`config.mk`:
```
export PLATFORM = sky130hd
export DESIGN_NAME = mfc_host_ctrl
export DESIGN_NICKNAME = d
export VERILOG_FILES = /design/src/pkg/mfc_pkg.sv /design/src/pkg/mfc_link_if.sv /design/src/design/mfc_host_ctrl.sv /design/src/design/mfc_link_eng.sv
export SDC_FILE = /design/constraint.sdc
export NUM_CORES = 1
export LEC_CHECK = 0
export ABC_CLOCK_PERIOD_IN_PS = 5700
export BUFFER_PORTS_ARGS = -buffer_cell sky130_fd_sc_hd__buf_2
export CORE_MARGIN = 5
export CORE_UTILIZATION = 55
export DETAILED_ROUTE_END_ITERATION = 10
export PLACE_DENSITY = 0.81
export SYNTH_ARGS = -nofsm -noshare
export SYNTH_HDL_FRONTEND = slang
export SYNTH_SLANG_ARGS = --single-unit
export TNS_END_PERCENT = 100
```
`constraint.sdc`:
```
create_clock -name core_clk_i -period 5.7 [get_ports core_clk_i]
set_clock_uncertainty 0.05 [all_clocks]
set_input_delay 0.855 -clock core_clk_i [delete_from_list [all_inputs] [get_ports core_clk_i]]
set_output_delay 0.855 -clock core_clk_i [all_outputs]
set_load 0.01 [all_outputs]
```
`src/pkg/mfc_pkg.sv`:
```
// Constants shared by the managed flash configuration host controller
package mfc_pkg;
   // Link clock: half period in core clock cycles (25 MHz core, 320 ns link period)
   localparam int          LINK_HALF_DEF  = 4;

   // Byte indices of the device's extended configuration fields
   localparam logic [7:0]  IDX_ALERT_LO   = 8'h38;
   localparam logic [7:0]  IDX_ALERT_HI   = 8'h39;
   localparam logic [7:0]  IDX_RELEASE    = 8'h3A;
   localparam logic [7:0]  IDX_PROTECT    = 8'h3B;
   localparam logic [7:0]  IDX_BOOT_TMO   = 8'h3C;
   localparam logic [7:0]  IDX_ACC_BLK    = 8'h3D;
   localparam logic [7:0]  IDX_PHYS_SEL   = 8'h3E;
   localparam logic [7:0]  IDX_PHYS_SIZE  = 8'h3F;
   localparam logic [7:0]  IDX_ID_DDR     = 8'h82;
   localparam logic [7:0]  IDX_WAKE       = 8'h83;
   localparam logic [7:0]  IDX_THERMAL    = 8'h84;
   localparam logic [7:0]  IDX_FACTORY    = 8'h85;

   // Field values
   localparam logic [7:0]  PH_NORMAL      = 8'h00;
   localparam logic [7:0]  PH_LOADING     = 8'h01;
   localparam logic [7:0]  PH_LOADED      = 8'h02;
   localparam logic [7:0]  PH_AUTO        = 8'h03;
   localparam logic [7:0]  TH_NONE        = 8'h00;
   localparam logic [7:0]  TH_CASE        = 8'h01;
   localparam logic [7:0]  TH_CASE_BOARD  = 8'h10;
   localparam logic [7:0]  PBS_NATIVE     = 8'h01;
   localparam logic [7:0]  PCG_DYNCAP     = 8'h01;
   localparam logic [7:0]  ALERT_LO_WMASK = 8'h1E;
   localparam logic [7:0]  ZERO_BYTE      = 8'h00;
   localparam int          URGENT_BIT     = 0;
   localparam int          DDR_OK_BIT     = 0;
   localparam int          WAKE_UNIT_MSB  = 7;
   localparam int          WAKE_UNIT_LSB  = 5;
   localparam int          WAKE_CNT_MSB   = 4;
   localparam logic [2:0]  WU_NONE        = 3'h0;
   localparam logic [2:0]  WU_MINUTES     = 3'h5;

   // Controller register offsets on the AHB-Lite slave
   localparam logic [7:0]  OFS_CMD        = 8'h00;
   localparam logic [7:0]  OFS_STAT       = 8'h04;
   localparam logic [7:0]  OFS_INFO       = 8'h08;
   localparam logic [7:0]  OFS_CFG        = 8'h0C;
   localparam logic [1:0]  HTRANS_NONSEQ  = 2'h2;

   // Command register fields
   localparam int          CMD_DATA_LSB   = 8;
   localparam int          CMD_WR_BIT     = 16;
   // Status register fields
   localparam int          ST_BUSY        = 0;
   localparam int          ST_DEV_ERR     = 1;
   localparam int          ST_REFUSED     = 2;
   localparam int          ST_LOCK        = 3;
   localparam int          ST_BOOT_DONE   = 4;
   localparam int          ST_RDATA_LSB   = 8;
   // Info register fields
   localparam int          IN_WAKE_LSB    = 0;
   localparam int          IN_WAKE_EN     = 8;
   localparam int          IN_DDR_OK      = 9;
   localparam int          IN_PERF_CAP    = 10;
   localparam int          IN_DYNCAP      = 11;
   localparam int          IN_PHASE_LSB   = 16;
   // Config register fields
   localparam int          CF_HK_CAP      = 8;
   localparam logic [7:0]  CFG_THERM_RST  = 8'h01;
endpackage : mfc_pkg

```
`src/pkg/mfc_link_if.sv`:
```
// Command carrier between the controller core and its link engine
interface mfc_link_if;
   logic       start;
   logic       wr;
   logic [7:0] idx;
   logic [7:0] wdata;
   logic       busy;
   logic       done;
   logic       err;
   logic [7:0] rdata;
   modport ctrl (output start, wr, idx, wdata, input busy, done, err, rdata);
   modport eng  (input start, wr, idx, wdata, output busy, done, err, rdata);
endinterface : mfc_link_if

```
`src/design/mfc_host_ctrl.sv`:
```
// Host controller for the managed flash extended configuration bytes
// Notes on behaviour
// - Factory phase codes normal, loading, loaded, auto
// - Host never writes reserved factory phase values
// - No content writes after loaded phase set
// - Thermal acknowledgement written only as 0x01/0x10
// - Wake byte: unit 7:5, count 4:0
// - Unit zero means no wake-ups at all
// - Capability bit allows double-rate identity programming
// - Host only writes 0x01 to block select
// - Selector picks write protect or dynamic capacity
// - Host never writes selector above 0x01
//
// The implementer's own choice: the AHB-Lite register port.
module mfc_host_ctrl
   import mfc_pkg::*;
#(
   parameter int LINK_HALF = LINK_HALF_DEF
) (
   // Clock and reset
   input  wire logic        core_clk_i,
   input  wire logic        srst_i,
   // AHB-Lite slave
   input  wire logic        hsel_i,
   input  wire logic [31:0] haddr_i,
   input  wire logic [1:0]  htrans_i,
   input  wire logic        hwrite_i,
   input  wire logic [2:0]  hsize_i,
   input  wire logic [31:0] hwdata_i,
   input  wire logic        hready_i,
   output logic [31:0]      hrdata_o,
   output logic             hreadyout_o,
   output logic             hresp_o,
   // Device link
   output logic             lnk_clk_o,
   output logic             lnk_req_o,
   output logic             lnk_wr_o,
   output logic [7:0]       lnk_idx_o,
   output logic [7:0]       lnk_wdata_o,
   input  wire logic        lnk_ack_i,
   input  wire logic        lnk_err_i,
   input  wire logic [7:0]  lnk_rdata_i,
   // Decoded device state
   output logic             content_wr_ok_o,
   output logic             wake_en_o,
   output logic [2:0]       wake_unit_o,
   output logic [4:0]       wake_count_o,
   output logic             id_prog_ddr_o,
   output logic             perf_capped_o
);
   typedef enum logic [1:0] {B_THERM, B_WAKE, B_DDR, B_RUN} mfc_boot_t;

   mfc_link_if lk ();

   mfc_boot_t   boot_r;
   logic        pend_r, start_r, op_wr_r;
   logic [7:0]  op_idx_r, op_dat_r;
   logic        dph_r, dwr_r;
   logic [7:0]  dadr_r;
   logic [31:0] hrdata_r;
   logic        dev_err_r, refused_r, lock_r, hk_cap_r;
   logic [7:0]  cfg_therm_r, wake_r, ddr_r, therm_r, phase_r, pcg_r, last_rd_r;
   logic        wr_cmd, wr_stat, wr_cfg, cmd_ok, done_ok;
   logic [7:0]  cmd_idx, cmd_dat, cmd_dat_fix;

   // Fields the device owns; the host never writes them
   function automatic logic is_ro(input logic [7:0] idx);
      return (idx == IDX_RELEASE) || (idx == IDX_BOOT_TMO) || (idx == IDX_ACC_BLK) ||
             (idx == IDX_PHYS_SIZE) || (idx == IDX_ID_DDR) || (idx == IDX_WAKE);
   endfunction : is_ro

   // Value check for fields with a closed set of legal codes
   function automatic logic val_ok(input logic [7:0] idx, input logic [7:0] v);
      unique case (idx)
         IDX_FACTORY:  return v <= PH_AUTO;
         IDX_THERMAL:  return (v == TH_CASE) || (v == TH_CASE_BOARD);
         IDX_PHYS_SEL: return v == PBS_NATIVE;
         IDX_PROTECT:  return v <= PCG_DYNCAP;
         IDX_ALERT_HI: return v == ZERO_BYTE;
         default:      return !is_ro(idx);
      endcase
   endfunction : val_ok

   mfc_link_eng #(
      .HALF        (LINK_HALF)
   ) u_eng (
      .core_clk_i  (core_clk_i),
      .srst_i      (srst_i),
      .lk          (lk),
      .lnk_clk_o   (lnk_clk_o),
      .lnk_req_o   (lnk_req_o),
      .lnk_wr_o    (lnk_wr_o),
      .lnk_idx_o   (lnk_idx_o),
      .lnk_wdata_o (lnk_wdata_o),
      .lnk_ack_i   (lnk_ack_i),
      .lnk_err_i   (lnk_err_i),
      .lnk_rdata_i (lnk_rdata_i)
   );

   // Zero wait states and always OKAY
   assign hreadyout_o = 1'b1;
   assign hresp_o     = 1'b0;
   assign hrdata_o    = hrdata_r;

   // Write strobes in the data phase
   assign wr_cmd  = dph_r && dwr_r && (dadr_r == OFS_CMD);
   assign wr_stat = dph_r && dwr_r && (dadr_r == OFS_STAT);
   assign wr_cfg  = dph_r && dwr_r && (dadr_r == OFS_CFG);
   assign cmd_idx = hwdata_i[7:0];
   assign cmd_dat = hwdata_i[CMD_DATA_LSB +: 8];

   // Alert mask: reserved bits stripped, urgent enable kept when capable
   always_comb begin
      cmd_dat_fix = cmd_dat;
      if (cmd_idx == IDX_ALERT_LO) begin
         cmd_dat_fix = cmd_dat & ALERT_LO_WMASK;
         cmd_dat_fix[URGENT_BIT] = hk_cap_r;
      end
   end

   // Software commands are taken only when idle, booted and legal
   assign cmd_ok = (boot_r == B_RUN) && !pend_r && !lk.busy &&
                   (!hwdata_i[CMD_WR_BIT] || val_ok(cmd_idx, cmd_dat));
   assign done_ok = lk.done && !lk.err;

   // Address phase capture and registered read data
   always_ff @(posedge core_clk_i) begin
      if (srst_i) begin
         dph_r    <= 1'b0;
         dwr_r    <= 1'b0;
         dadr_r   <= ZERO_BYTE;
         hrdata_r <= '0;
      end else begin
         dph_r <= hsel_i && hready_i && (htrans_i == HTRANS_NONSEQ);
         if (hsel_i && hready_i && (htrans_i == HTRANS_NONSEQ)) begin
            dwr_r    <= hwrite_i;
            dadr_r   <= haddr_i[7:0];
            hrdata_r <= '0;
            if (!hwrite_i) begin
               unique case (haddr_i[7:0])
                  OFS_STAT: begin
                     hrdata_r[ST_BUSY]      <= pend_r;
                     hrdata_r[ST_DEV_ERR]   <= dev_err_r;
                     hrdata_r[ST_REFUSED]   <= refused_r;
                     hrdata_r[ST_LOCK]      <= lock_r;
                     hrdata_r[ST_BOOT_DONE] <= (boot_r == B_RUN);
                     hrdata_r[ST_RDATA_LSB +: 8] <= last_rd_r;
                  end
                  OFS_INFO: begin
                     hrdata_r[IN_WAKE_LSB +: 8]  <= wake_r;
                     hrdata_r[IN_WAKE_EN]        <= wake_en_o;
                     hrdata_r[IN_DDR_OK]         <= id_prog_ddr_o;
                     hrdata_r[IN_PERF_CAP]       <= perf_capped_o;
                     hrdata_r[IN_DYNCAP]         <= (pcg_r == PCG_DYNCAP);
                     hrdata_r[IN_PHASE_LSB +: 8] <= phase_r;
                  end
                  OFS_CFG: begin
                     hrdata_r[7:0]       <= cfg_therm_r;
                     hrdata_r[CF_HK_CAP] <= hk_cap_r;
                  end
                  default: hrdata_r <= '0;
               endcase
            end
         end
      end
   end

   // Configuration; an illegal thermal value is ignored
   always_ff @(posedge core_clk_i) begin
      if (srst_i) begin
         cfg_therm_r <= CFG_THERM_RST;
         hk_cap_r    <= 1'b0;
      end else if (wr_cfg) begin
         if (val_ok(IDX_THERMAL, hwdata_i[7:0])) begin
            cfg_therm_r <= hwdata_i[7:0];
         end
         hk_cap_r <= hwdata_i[CF_HK_CAP];
      end
   end

   // Command issue: boot sequence first, then software commands
   always_ff @(posedge core_clk_i) begin
      if (srst_i) begin
         start_r  <= 1'b0;
         pend_r   <= 1'b0;
         op_wr_r  <= 1'b0;
         op_idx_r <= ZERO_BYTE;
         op_dat_r <= ZERO_BYTE;
      end else begin
         start_r <= 1'b0;
         if (lk.done) begin
            pend_r <= 1'b0;
         end
         if ((boot_r != B_RUN) && !pend_r && !lk.busy) begin
            start_r <= 1'b1;
            pend_r  <= 1'b1;
            unique case (boot_r)
               B_THERM: begin
                  op_wr_r  <= 1'b1;
                  op_idx_r <= IDX_THERMAL;
                  op_dat_r <= cfg_therm_r;
               end
               B_WAKE: begin
                  op_wr_r  <= 1'b0;
                  op_idx_r <= IDX_WAKE;
               end
               default: begin
                  op_wr_r  <= 1'b0;
                  op_idx_r <= IDX_ID_DDR;
               end
            endcase
         end else if (wr_cmd && cmd_ok) begin
            start_r  <= 1'b1;
            pend_r   <= 1'b1;
            op_wr_r  <= hwdata_i[CMD_WR_BIT];
            op_idx_r <= cmd_idx;
            op_dat_r <= cmd_dat_fix;
         end
      end
   end

   assign lk.start = start_r;
   assign lk.wr    = op_wr_r;
   assign lk.idx   = op_idx_r;
   assign lk.wdata = op_dat_r;

   // Boot steps advance on each finished access, even a failed one
   always_ff @(posedge core_clk_i) begin
      if (srst_i) begin
         boot_r <= B_THERM;
      end else if (lk.done && (boot_r != B_RUN)) begin
         unique case (boot_r)
            B_THERM: boot_r <= B_WAKE;
            B_WAKE:  boot_r <= B_DDR;
            default: boot_r <= B_RUN;
         endcase
      end
   end

   // Sticky status; a new event wins over a write-one clear
   always_ff @(posedge core_clk_i) begin
      if (srst_i) begin
         dev_err_r <= 1'b0;
         refused_r <= 1'b0;
      end else begin
         if (lk.done && lk.err) begin
            dev_err_r <= 1'b1;
         end else if (wr_stat && hwdata_i[ST_DEV_ERR]) begin
            dev_err_r <= 1'b0;
         end
         if (wr_cmd && !cmd_ok) begin
            refused_r <= 1'b1;
         end else if (wr_stat && hwdata_i[ST_REFUSED]) begin
            refused_r <= 1'b0;
         end
      end
   end

   // Shadows of device fields, updated only by successful accesses
   always_ff @(posedge core_clk_i) begin
      if (srst_i) begin
         wake_r    <= ZERO_BYTE;
         ddr_r     <= ZERO_BYTE;
         therm_r   <= TH_NONE;
         phase_r   <= PH_NORMAL;
         pcg_r     <= ZERO_BYTE;
         last_rd_r <= ZERO_BYTE;
         lock_r    <= 1'b0;
      end else if (done_ok) begin
         if (!op_wr_r) begin
            last_rd_r <= lk.rdata;
         end
         unique case (op_idx_r)
            IDX_WAKE:    wake_r  <= lk.rdata;
            IDX_ID_DDR:  ddr_r   <= lk.rdata;
            IDX_THERMAL: therm_r <= op_wr_r ? op_dat_r : lk.rdata;
            IDX_PROTECT: pcg_r   <= op_wr_r ? op_dat_r : lk.rdata;
            IDX_FACTORY: begin
               // Auto phase returns to normal by itself; a read refreshes it
               phase_r <= op_wr_r ? op_dat_r : lk.rdata;
               lock_r  <= ((op_wr_r ? op_dat_r : lk.rdata) == PH_LOADED);
            end
            default: ;
         endcase
      end
   end

   // Decoded outputs for the system
   assign content_wr_ok_o = !lock_r;
   assign wake_unit_o     = wake_r[WAKE_UNIT_MSB:WAKE_UNIT_LSB];
   assign wake_count_o    = wake_r[WAKE_CNT_MSB:0];
   assign wake_en_o       = (wake_unit_o != WU_NONE) && (wake_unit_o <= WU_MINUTES);
   assign id_prog_ddr_o   = ddr_r[DDR_OK_BIT];
   assign perf_capped_o   = (therm_r == TH_NONE);
endmodule : mfc_host_ctrl

```
`src/design/mfc_link_eng.sv`:
```
// Link engine: divided link clock and four-phase byte access handshake
module mfc_link_eng
   import mfc_pkg::*;
#(
   parameter int HALF = LINK_HALF_DEF
) (
   // Clock and reset
   input  wire logic       core_clk_i,
   input  wire logic       srst_i,
   // Command carrier
   mfc_link_if.eng         lk,
   // Link pins
   output logic            lnk_clk_o,
   output logic            lnk_req_o,
   output logic            lnk_wr_o,
   output logic [7:0]      lnk_idx_o,
   output logic [7:0]      lnk_wdata_o,
   input  wire logic       lnk_ack_i,
   input  wire logic       lnk_err_i,
   input  wire logic [7:0] lnk_rdata_i
);
   localparam int CW = $clog2(HALF) + 1;
   localparam logic [CW-1:0] HALF_LAST = CW'(HALF - 1);

   typedef enum logic [1:0] {E_IDLE, E_REQ, E_GRAB, E_REL} mfc_eng_t;
   mfc_eng_t         state_r;
   logic [CW-1:0]    div_r;
   logic             ack_m_r, ack_r, err_m_r, err_r;
   logic [7:0]       rd_m_r, rd_r;
   logic             done_r, lerr_r;
   logic [7:0]       lrd_r;

   // Link clock divider, free running from reset
   always_ff @(posedge core_clk_i) begin
      if (srst_i) begin
         div_r     <= '0;
         lnk_clk_o <= 1'b0;
      end else if (div_r == HALF_LAST) begin
         div_r     <= '0;
         lnk_clk_o <= ~lnk_clk_o;
      end else begin
         div_r     <= div_r + CW'(1);
      end
   end

   // Two-stage synchronisers; data is stable while ack is high
   always_ff @(posedge core_clk_i) begin
      if (srst_i) begin
         ack_m_r <= 1'b0;
         ack_r   <= 1'b0;
         err_m_r <= 1'b0;
         err_r   <= 1'b0;
         rd_m_r  <= ZERO_BYTE;
         rd_r    <= ZERO_BYTE;
      end else begin
         ack_m_r <= lnk_ack_i;
         ack_r   <= ack_m_r;
         err_m_r <= lnk_err_i;
         err_r   <= err_m_r;
         rd_m_r  <= lnk_rdata_i;
         rd_r    <= rd_m_r;
      end
   end

   // Handshake; the extra grab cycle lets data settle after a skewed ack
   always_ff @(posedge core_clk_i) begin
      if (srst_i) begin
         state_r     <= E_IDLE;
         lnk_req_o   <= 1'b0;
         lnk_wr_o    <= 1'b0;
         lnk_idx_o   <= ZERO_BYTE;
         lnk_wdata_o <= ZERO_BYTE;
         done_r      <= 1'b0;
         lerr_r      <= 1'b0;
         lrd_r       <= ZERO_BYTE;
      end else begin
         done_r <= 1'b0;
         unique case (state_r)
            E_IDLE: begin
               if (lk.start) begin
                  state_r     <= E_REQ;
                  lnk_req_o   <= 1'b1;
                  lnk_wr_o    <= lk.wr;
                  lnk_idx_o   <= lk.idx;
                  lnk_wdata_o <= lk.wdata;
               end
            end
            E_REQ: begin
               if (ack_r) begin
                  state_r <= E_GRAB;
               end
            end
            E_GRAB: begin
               lerr_r    <= err_r;
               lrd_r     <= rd_r;
               lnk_req_o <= 1'b0;
               state_r   <= E_REL;
            end
            E_REL: begin
               if (!ack_r) begin
                  done_r  <= 1'b1;
                  state_r <= E_IDLE;
               end
            end
         endcase
      end
   end

   assign lk.busy  = (state_r != E_IDLE);
   assign lk.done  = done_r;
   assign lk.err   = lerr_r;
   assign lk.rdata = lrd_r;

   // Cycles since the link clock last moved, counted apart from the divider
   // so that the half-period check does not merely restate it
   logic          clk_q_r;
   logic [CW-1:0] since_r;
   always_ff @(posedge core_clk_i) begin
      if (srst_i) begin
         clk_q_r <= 1'b0;
         since_r <= '0;
      end else begin
         clk_q_r <= lnk_clk_o;
         if (lnk_clk_o != clk_q_r) begin
            since_r <= '0;
         end else begin
            since_r <= since_r + CW'(1);
         end
      end
   end
endmodule : mfc_link_eng

```
Yosys cells after proc, flatten, opt, wreduce, memory -nomap -nowiden
Index checks and enable logic that the tools add are counted.
- add/subtract/negate cells: 1
- order comparisons: 3
- eq/ne operators: 40
- mux-type cells: 38
- bitwise logic cells: 3
- reductions and logical operators: 59
- operators with widths (kind ; count):
    8-bit by 6-bit equality test with 1-bit output (second input constant) ; 9
    8-bit equality test (second input constant) ; 8
    8-bit 2-to-1 mux ; 8
    8-bit by 1-bit equality test with 1-bit output (second input constant) ; 3
    8-bit by 4-bit equality test with 1-bit output (second input constant) ; 3
    8-bit zero test ; 3
    24-bit 2-to-1 mux ; 1
    2-bit AND reduction ; 10
    1-bit logical AND ; 19
    3-bit one-hot mux with 2 select lines ; 3
    8-bit by 3-bit equality test with 1-bit output (second input constant) ; 2
    8-bit by 5-bit equality test with 1-bit output (second input constant) ; 2
    1-bit 2-to-1 mux ; 16
    5-bit one-hot mux with 3 select lines ; 1
    2-bit nonzero test ; 5
    2-bit equality test (second input constant) ; 4
    8-bit by 2-bit equality test with 1-bit output (second input constant) ; 1
    8-bit by 1-bit <= comparator with 1-bit output (second input constant) ; 1
    8-bit by 2-bit <= comparator with 1-bit output (second input constant) ; 1
    1-bit logical OR ; 8
    2-bit one-hot mux with 4 select lines ; 1
    1-bit zero test ; 7
    2-bit 2-to-1 mux ; 3
    2-bit != test (second input constant) ; 3
    other kinds (15) ; 22
- register bits: 170
- bits of input ports: 84
- output and inout bits: 65

Logic depth before layout (Yosys ltp)
Gate-level depths: netlist of run 1.
- depth after elaboration: 13
- depth in mapped cells: 9
- depth with buffers taken out: 7

Cells and area by module
Synthesis of run 1 repeated with hierarchy kept, for this count alone.
- cells, all modules: 730
- area, all modules: 6532.5 um^2
- modules (own cells, without submodules) (module ; instances ; cells each ; area an instance (um^2) ; seq. area each (um^2)):
    mfc_host_ctrl ; 1 ; 547 ; 4702.0 ; 2162.1
    mfc_link_eng ; 1 ; 183 ; 1830.5 ; 1081.0

Worst setup path before layout of run 1
OpenSTA, ideal clock, no wires.
- path type: in2reg
- start: in hwdata_i[0]
- end: reg op_idx_r[2], in the netlist lk.idx[2]
- setup time: 122 ps
- arrival time: 2400 ps
- setup slack: 3128 ps
- stages: 8
- path through: buf_6 > o31ai_4 > o31ai_1 > or4_4 > o2111ai_2 > buf_6 > nand2_4 > o311a_1
- longest elaborated chain between the ends: 12
- elaborated cells on any way between the ends: 22
- classes of those cells: eq/ne: 11; mux: 1; reduce/logical: 10
- ends and longest elaborated chain (element ; RTL line ; RTL):
    from (decl) ; mfc_host_ctrl.sv:29 ; input wire logic [31:0] hwdata_i,
    8-bit by 6-bit equality test with 1-bit output ; mfc_host_ctrl.sv:68 ; return (idx == IDX_RELEASE) || (idx == IDX_BOOT_TMO) || (idx == IDX_ACC_BLK) ||
    1-bit logical OR (3 in series) ; mfc_host_ctrl.sv:68 ;
    1-bit logical OR (2 in series) ; mfc_host_ctrl.sv:69 ; (idx == IDX_PHYS_SIZE) || (idx == IDX_ID_DDR) || (idx == IDX_WAKE);
    1-bit zero test ; mfc_host_ctrl.sv:80 ; default: return !is_ro(idx);
    1-bit one-hot mux with 5 select lines * ; mfc_host_ctrl.sv:74 ; unique case (idx)
    1-bit logical OR * ; mfc_host_ctrl.sv:123 ; (!hwdata_i[CMD_WR_BIT] || val_ok(cmd_idx, cmd_dat));
    1-bit logical AND * ; mfc_host_ctrl.sv:122 ; assign cmd_ok = (boot_r == B_RUN) && !pend_r && !lk.busy &&
    1-bit logical AND * ; mfc_host_ctrl.sv:212 ; end else if (wr_cmd && cmd_ok) begin
    2-bit nonzero test (no line) * ; - ;
    to (signal assigned) ; mfc_host_ctrl.sv:216 ; op_idx_r <= cmd_idx;
    to (decl) ; mfc_host_ctrl.sv:57 ; logic [7:0] op_idx_r, op_dat_r;
Mark *: on every way between the ends. The rest lies on a longest branch, timed or not.
A chain may end at the register's enable or synchronous reset.

Worst setup path in the final report of run 1
- start: reg therm_r[4]
- end: out perf_capped_o
- longest elaborated chain between the ends: 1
- ends and longest elaborated chain (element ; RTL line ; RTL):
    from (decl) ; mfc_host_ctrl.sv:62 ; logic [7:0] cfg_therm_r, wake_r, ddr_r, therm_r, phase_r, pcg_r, last_rd_r;
    from (signal assigned) ; mfc_host_ctrl.sv:276 ; IDX_THERMAL: therm_r <= op_wr_r ? op_dat_r : lk.rdata;
    8-bit zero test ; mfc_host_ctrl.sv:294 ; assign perf_capped_o = (therm_r == TH_NONE);
    to (decl) ; mfc_host_ctrl.sv:49 ; output logic perf_capped_o
Every way passes these cells.

==> run_results.csv, run 1 <==
group,metric,value,unit
cts,cts-htree-levels,4,
pwr,power.leakage,3.00,nW
detailed_routing,routedWlPerCell,16.8,um
cts,path_clk_slew,0.06,ns
timing,setup_violations,0,
timing,slew_violations,0,
worst_setup_path,critical_path_arrival,1.74,ns
timing,relSlewSlack,34.5,%
grt,grt_max_degree,101,
yosys,synth_area_per_cell,8.94,um2
worst_setup_path,crit_path_end_kind,"primary output",
cells_and_area,antennaDiodeCount,0,
floorplanning,die-height,119,um
cts,cts_buffer_depth,2,
pwr,p_seq_share,44.3,%
worst_setup_path,cp-start-kind,"register",
worst_setup_path,worstPathMaxFanout,2,
cts,cts_resized,0,
cells_and_area,syn2layout_area_growth,16.5,%
yosys,seq_area_frac_synth,50.0,%
timing,timing.fmax,378,MHz
timing,holdWs,0.377,ns
floorplanning,io_pins,149,
cells_and_area,layout_common_cells,"dfxtp_1, nor2_1, buf_2",
pwr,ir_worst_vdd,0.000256,V
yosys,netlist_area,0.00649,mm2
worst_setup_path,worstPathCellList,"or4_1, nor2_1, buf_2",
worst_setup_path,cpPeakStageDelay,0.52,ns
yosys,synth_edf_count,0,
cts,hold_buffers,0,
grt,grt_use_total,22.5,%
cells_and_area,nFillCells,867,
placement,routabilityCongestion,0.882,
cts,cts_tree,"yes",
floorplanning,start_util,56.6,%
timing,tightest_slew,0.983,ns
flow_run,max-cap-violations,0,
timing,grt_setup_unrepaired,"no",
pwr,p_switching,0.841,mW
grt,globalRouteOverflowTotal,0,
timing,finalHoldViolations,0,
placement,dp_cells,921,
cts,root_buffer,"clkbuf_16",
detailed_routing,drc_errors,0,
pwr,switching_share,28.3,%
worst_setup_path,reg2reg_slack,3.27,ns
worst_setup_path,crit_start,"therm_r[4]",
yosys,async_flop_share,0,%
worst_setup_path,worst_path_max_delay_cell,"or4_1",
cts,insertion_delay,0.42,ns
detailed_routing,drt_pass1_iterations,5,
floorplanning,core_area,0.0115,mm2
cells_and_area,drive_gt1_share,17.9,%
pwr,power_frac_comb,15.8,%
cells_and_area,layout.nets,887,
worst_setup_path,path_class,"reg -> out",
detailed_routing,drtIter0Drc,468,
yosys,synth_ff_type,"dfxtp_1",
grt,antenna_found_initial,0,
cells_and_area,final_common_cell,"dfxtp_1",
pwr,p_per_area,393,mW/mm2
timing,finalCritPeriodShare,46.4,%
cts,cts_post_setup_buffers_inserted,0,
placement,dp_hpwl,11200,um
worst_hold_path,min_path_type,"reg -> reg",
placement,portBuffers,96,
pwr,p_int,2.13,mW
yosys,synth.distinct_cells,59,
detailed_routing,wirelength,16000,um
detailed_routing,viasPerCell,5.73,
yosys,synth-seq-cells,162,
worst_setup_path,rr_startpoint,"u_eng.state_r[0]",
yosys,yosys_warnings,0,
detailed_routing,ant_nets,0,
status,status,"finished clean",
worst_setup_path,required,4.80,ns
timing,tns,0,ns
pwr,p_clk_share,39.9,%
floorplanning,row_count,39,
cts,clock_sinks,162,
cells_and_area,fin_cells,953,
grt,grt_pass1_vias,5345,
floorplanning,die_x,119,um
timing,period_needed,2.64,ns
cts,cts_buffers,17,
floorplanning,die-area,0.0141,mm2
grt,grt_pass1_wl,25900,um
worst_hold_path,hp-start,"u_eng.div_r[0]",
detailed_routing,vias,5465,
yosys,syn_inst,726,
==> worst max-delay path, delay by kind of cell (launching register included) <==
kind	cells	cell delay, ns
AND/OR/NAND/NOR	2	0.81
flip-flops	1	0.31
buffers and inverters	1	0.20
==> worst paths after layout <==
check	depth (start not counted)	endpoint
setup / recovery	3	perf_capped_o
hold / removal	1	u_eng.div_r[0]
setup reg to reg	6	lk.wdata[3]
hold reg to reg	1	u_eng.div_r[0]
==> Yosys cell counts (5+ instances only) <==
library cell / number / area share [%]
nor2b_1: 25 / 2.4
nand3_1: 11 / 0.85
mux2_2: 7 / 1.2
o21ai_0: 11 / 0.85
nor4_1: 8 / 0.77
buf_4: 11 / 1.3
inv_1: 8 / 0.46
a22o_1: 5 / 0.67
mux2i_1: 41 / 6.3
a21oi_1: 65 / 5.0
clkbuf_1: 38 / 2.2
nand2b_1: 5 / 0.48
nor2_1: 103 / 6.0
nor3b_1: 5 / 0.58
nand2_1: 82 / 4.7
dfxtp_1: 162 / 50
a211oi_1: 27 / 3.1
and2_1: 13 / 1.3
nor3_1: 14 / 1.1
ha_1: 6 / 1.2
a22oi_1: 26 / 3.0
==> stage by stage <==
stage / setup slack, ns / util [%] / area (um2) / total power, mW
detailed placement: 2.70 / 60.5 / 6940 / 1.80
global route: 3.00 / 65.9 / 7560 / 3.08
global placement: 2.79 / 60.5 / 6940 / 1.78
floorplan: 3.13 / - / 6520 / 1.66
CTS: 3.04 / 65.9 / 7560 / 2.97
finish: 3.06 / 65.9 / 7560 / 2.97
==> final cells by class <==
cell class,instances,area [um2],share of cell area (%)
Multi-Input combinational cell,508,2980,39.4
Timing Repair Buffer,100,513,6.79
Inverter,8,30.0,0.397
Sequential cell,162,3240,42.9
Clock buffer,19,433,5.73
Clock inverter,13,184,2.43
Tap cell,143,179,2.37
==> kinds of logic after synthesis <==
| kind of cell | Yosys count | share of synthesized area [%] |
|---|---|---|
| and+or+nand+nor | 290 | 21.2 |
| DFF | 162 | 50.0 |
| AOI/OAI and AO/OA | 152 | 15.1 |
| buffers and inverters | 64 | 4.59 |
| muxes | 48 | 7.54 |
| adders and majority gates | 6 | 1.16 |
| other | 2 | 0.116 |
| xor gates and xnor gates | 2 | 0.270 |
==> flip-flops by register name, summed over array words and instances (netlist names), 2 cells and up <==
signal,flops
u_eng.lnk_wdata_o,8
boot_r,2
lk.idx,8
last_rd_r,8
hrdata_o,24
u_eng.state_r,2
therm_r,8
u_eng.rd_m_r,8
cfg_therm_r,8
u_eng.lk.rdata,8
lk.wdata,8
u_eng.rd_r,8
phase_r,8
wake_r,8
u_eng.div_r,3
pcg_r,8
u_eng.lnk_idx_o,8
dadr_r,8
==> metal layers <==
layer	global-route usage, %	up-vias	part of all wire, %
li1	-	2637	-
met3	5.59	44	7.4
met4	9.92	0	2.8
met5	0	-	0
met2	37.4	218	48
met1	27.6	2566	41
==> power groups by stage <==
stage	Clock [mW]	Combinational (mW)	Sequential [mW]
2_1_floorplan	0	0.372	1.29
3_3_place_gp	0	0.445	1.33
3_5_place_dp	0	0.463	1.33
4_1_cts	1.20	0.464	1.31
5_1_grt	1.24	0.519	1.32
6_report	1.19	0.470	1.32
Note: power is estimated with default switching activity, not from simulation.
==> inputs of run 2 (changes only) <==
Settings changed: ABC_CLOCK_PERIOD_IN_PS 5700 to 2700, CORE_UTILIZATION 55 to 54, PLACE_DENSITY 0.81 to 0.8.
Clock period 5.7 ns to 2.7 ns, I/O delays scaled along.
==> run 2 against run 1 <==
  * Clock power is 110% higher
  * Largest power group unchanged
  * Sequential cell count stayed put
  * Highest routed layer unchanged
  * Final area is 1.3% higher
==> run_results.csv, run 2 (synthesized netlist as in run 1, its figures left out) <==
group,metric,value,unit
status,status,"finished clean",
worst_setup_path,cp-start-kind,"register",
cts,cts_buffers,17,
detailed_routing,drtIter0Drc,358,
worst_setup_path,reg2reg_slack,0.36,ns
detailed_routing,vias,5473,
worst_setup_path,rr_startpoint,"u_eng.state_r[0]",
detailed_routing,ant_nets,0,
grt,grt_use_total,23.2,%
worst_setup_path,required,2.96,ns
timing,period_needed,2.34,ns
worst_hold_path,hp-start,"lnk_rdata_i[4]",
cells_and_area,layout_common_cells,"dfxtp_1, nor2_1, buf_2",
worst_setup_path,crit_path_end_kind,"register",
cells_and_area,final_common_cell,"dfxtp_1",
cts,cts_buffer_depth,2,
pwr,power.leakage,3.06,nW
detailed_routing,wirelength,16200,um
cts,cts-htree-levels,4,
worst_hold_path,worstHoldPathCells,2,
placement,routabilityCongestion,0.919,
grt,grt_max_degree,66,
cells_and_area,nFillCells,964,
worst_setup_path,worstPathMaxFanout,11,
grt,antenna_found_initial,0,
cells_and_area,largest_reg_flops,24,
floorplanning,die-area,0.0143,mm2
timing,relSlewSlack,51.5,%
cells_and_area,syn2layout_area_growth,18.1,%
cts,insertion_delay,0.42,ns
cells_and_area,layout.nets,898,
worst_hold_path,min_path_type,"in -> reg",
timing,finalCritPeriodShare,86.8,%
cts,clock_sinks,162,
timing,slew_violations,0,
worst_setup_path,critical_path_arrival,2.60,ns
pwr,p_per_area,825,mW/mm2
cells_and_area,drive_gt1_share,18.9,%
worst_hold_path,hold_path_end,"u_eng.rd_m_r[4]",
placement,post-place-ws,0.331,ns
placement,portBuffers,96,
flow_run,max-cap-violations,0,
cts,cts_tree,"yes",
timing,finalHoldViolations,0,
timing,setup_ws,0.357,ns
placement,dpl_cell_area,0.00704,mm2
cells_and_area,design_area,0.00766,mm2
placement,dp_hpwl,11600,um
floorplanning,die_x,120,um
worst_setup_path,rr_worst_depth,8,
timing,tightest_slew,0.728,ns
detailed_routing,viasPerCell,5.66,
cts,cts_post_setup_buffers_inserted,0,
timing,timing.fmax,427,MHz
timing,setup_violations,0,
timing,holdWs,0.147,ns
floorplanning,io_pins,149,
grt,globalRouteOverflowTotal,0,
timing,tns,0,ns
floorplanning,row_count,40,
cells_and_area,antennaDiodeCount,0,
cts,path_clk_slew,0.06,ns
grt,grt_pass1_vias,5406,
cts,root_buffer,"clkbuf_16",
floorplanning,start_util,54.5,%
timing,grt_setup_unrepaired,"no",
cts,hold_buffers,0,
worst_setup_path,path_class,"reg -> reg",
detailed_routing,routedWlPerCell,16.8,um
detailed_routing,drc_errors,0,
floorplanning,die-height,120,um
floorplanning,core_area,0.0119,mm2
worst_setup_path,r2r-end,"lk.wdata[1]",
detailed_routing,drt_pass1_iterations,5,
grt,grt_pass1_wl,26700,um
cts,cts_resized,0,
pwr,ir_worst_vdd,0.000421,V
==> run 2: layer usage <==
metal  routed length (um)  global-route usage [%]
met5                    0                       0
met4                  503                    10.5
met3                 1170                    6.08
met2                 8000                    39.7
met1                 6560                    27.5
==> run 2: worst max-delay path by stage <==
stage                                 from          end  slack (ns)  cells after the start
after floorplan                hwdata_i[0]    lk.idx[2]        0.58                      8
after global placement         hwdata_i[0]    lk.idx[2]        0.38                      8
after detailed placement       hwdata_i[0]  lk.wdata[1]        0.33                      7
after CTS                 u_eng.state_r[0]  lk.wdata[1]        0.40                      8
after global routing             dadr_r[0]  lk.wdata[7]        0.20                      6
final                     u_eng.state_r[0]  lk.wdata[1]        0.36                      8
==> run 2: area by class of cell <==
type,count,area (um2),area share [%]
flip-flops and latches,162,3240,42.3
multi-input cells,508,2980,38.9
repair buffers,111,608,7.94
clock buffers,21,460,6.01
well taps,147,184,2.40
clock inverters,10,158,2.06
inverters,8,30.0,0.392
==> run 2: critical path, cell delays in order, from the launching register on <==
cell      delay [ns]
dfxtp_1         0.37
inv_1           0.09
ha_1            0.27
nand2b_1        0.24
or2_2           0.18
nor3_1          0.05
buf_4           0.19
a21oi_1         0.41
mux2_2          0.39
==> run 2: stage by stage <==
stage                     cells  utilization, %  total power [mW]
after floorplan             734               -              3.51
after detailed placement    936            59.1              3.85
final                       967            64.3              6.32
after global placement      936            59.1              3.79
after global routing        967            64.3              6.59
after CTS                   967            64.3              6.34
==> run 2: where the power goes <==
group,switching (mW),internal [mW],total [mW],leakage (nW)
clock network,0.913,1.59,2.50,0.295
logic,0.659,0.426,1.09,1.45
registers,0.171,2.57,2.74,1.31
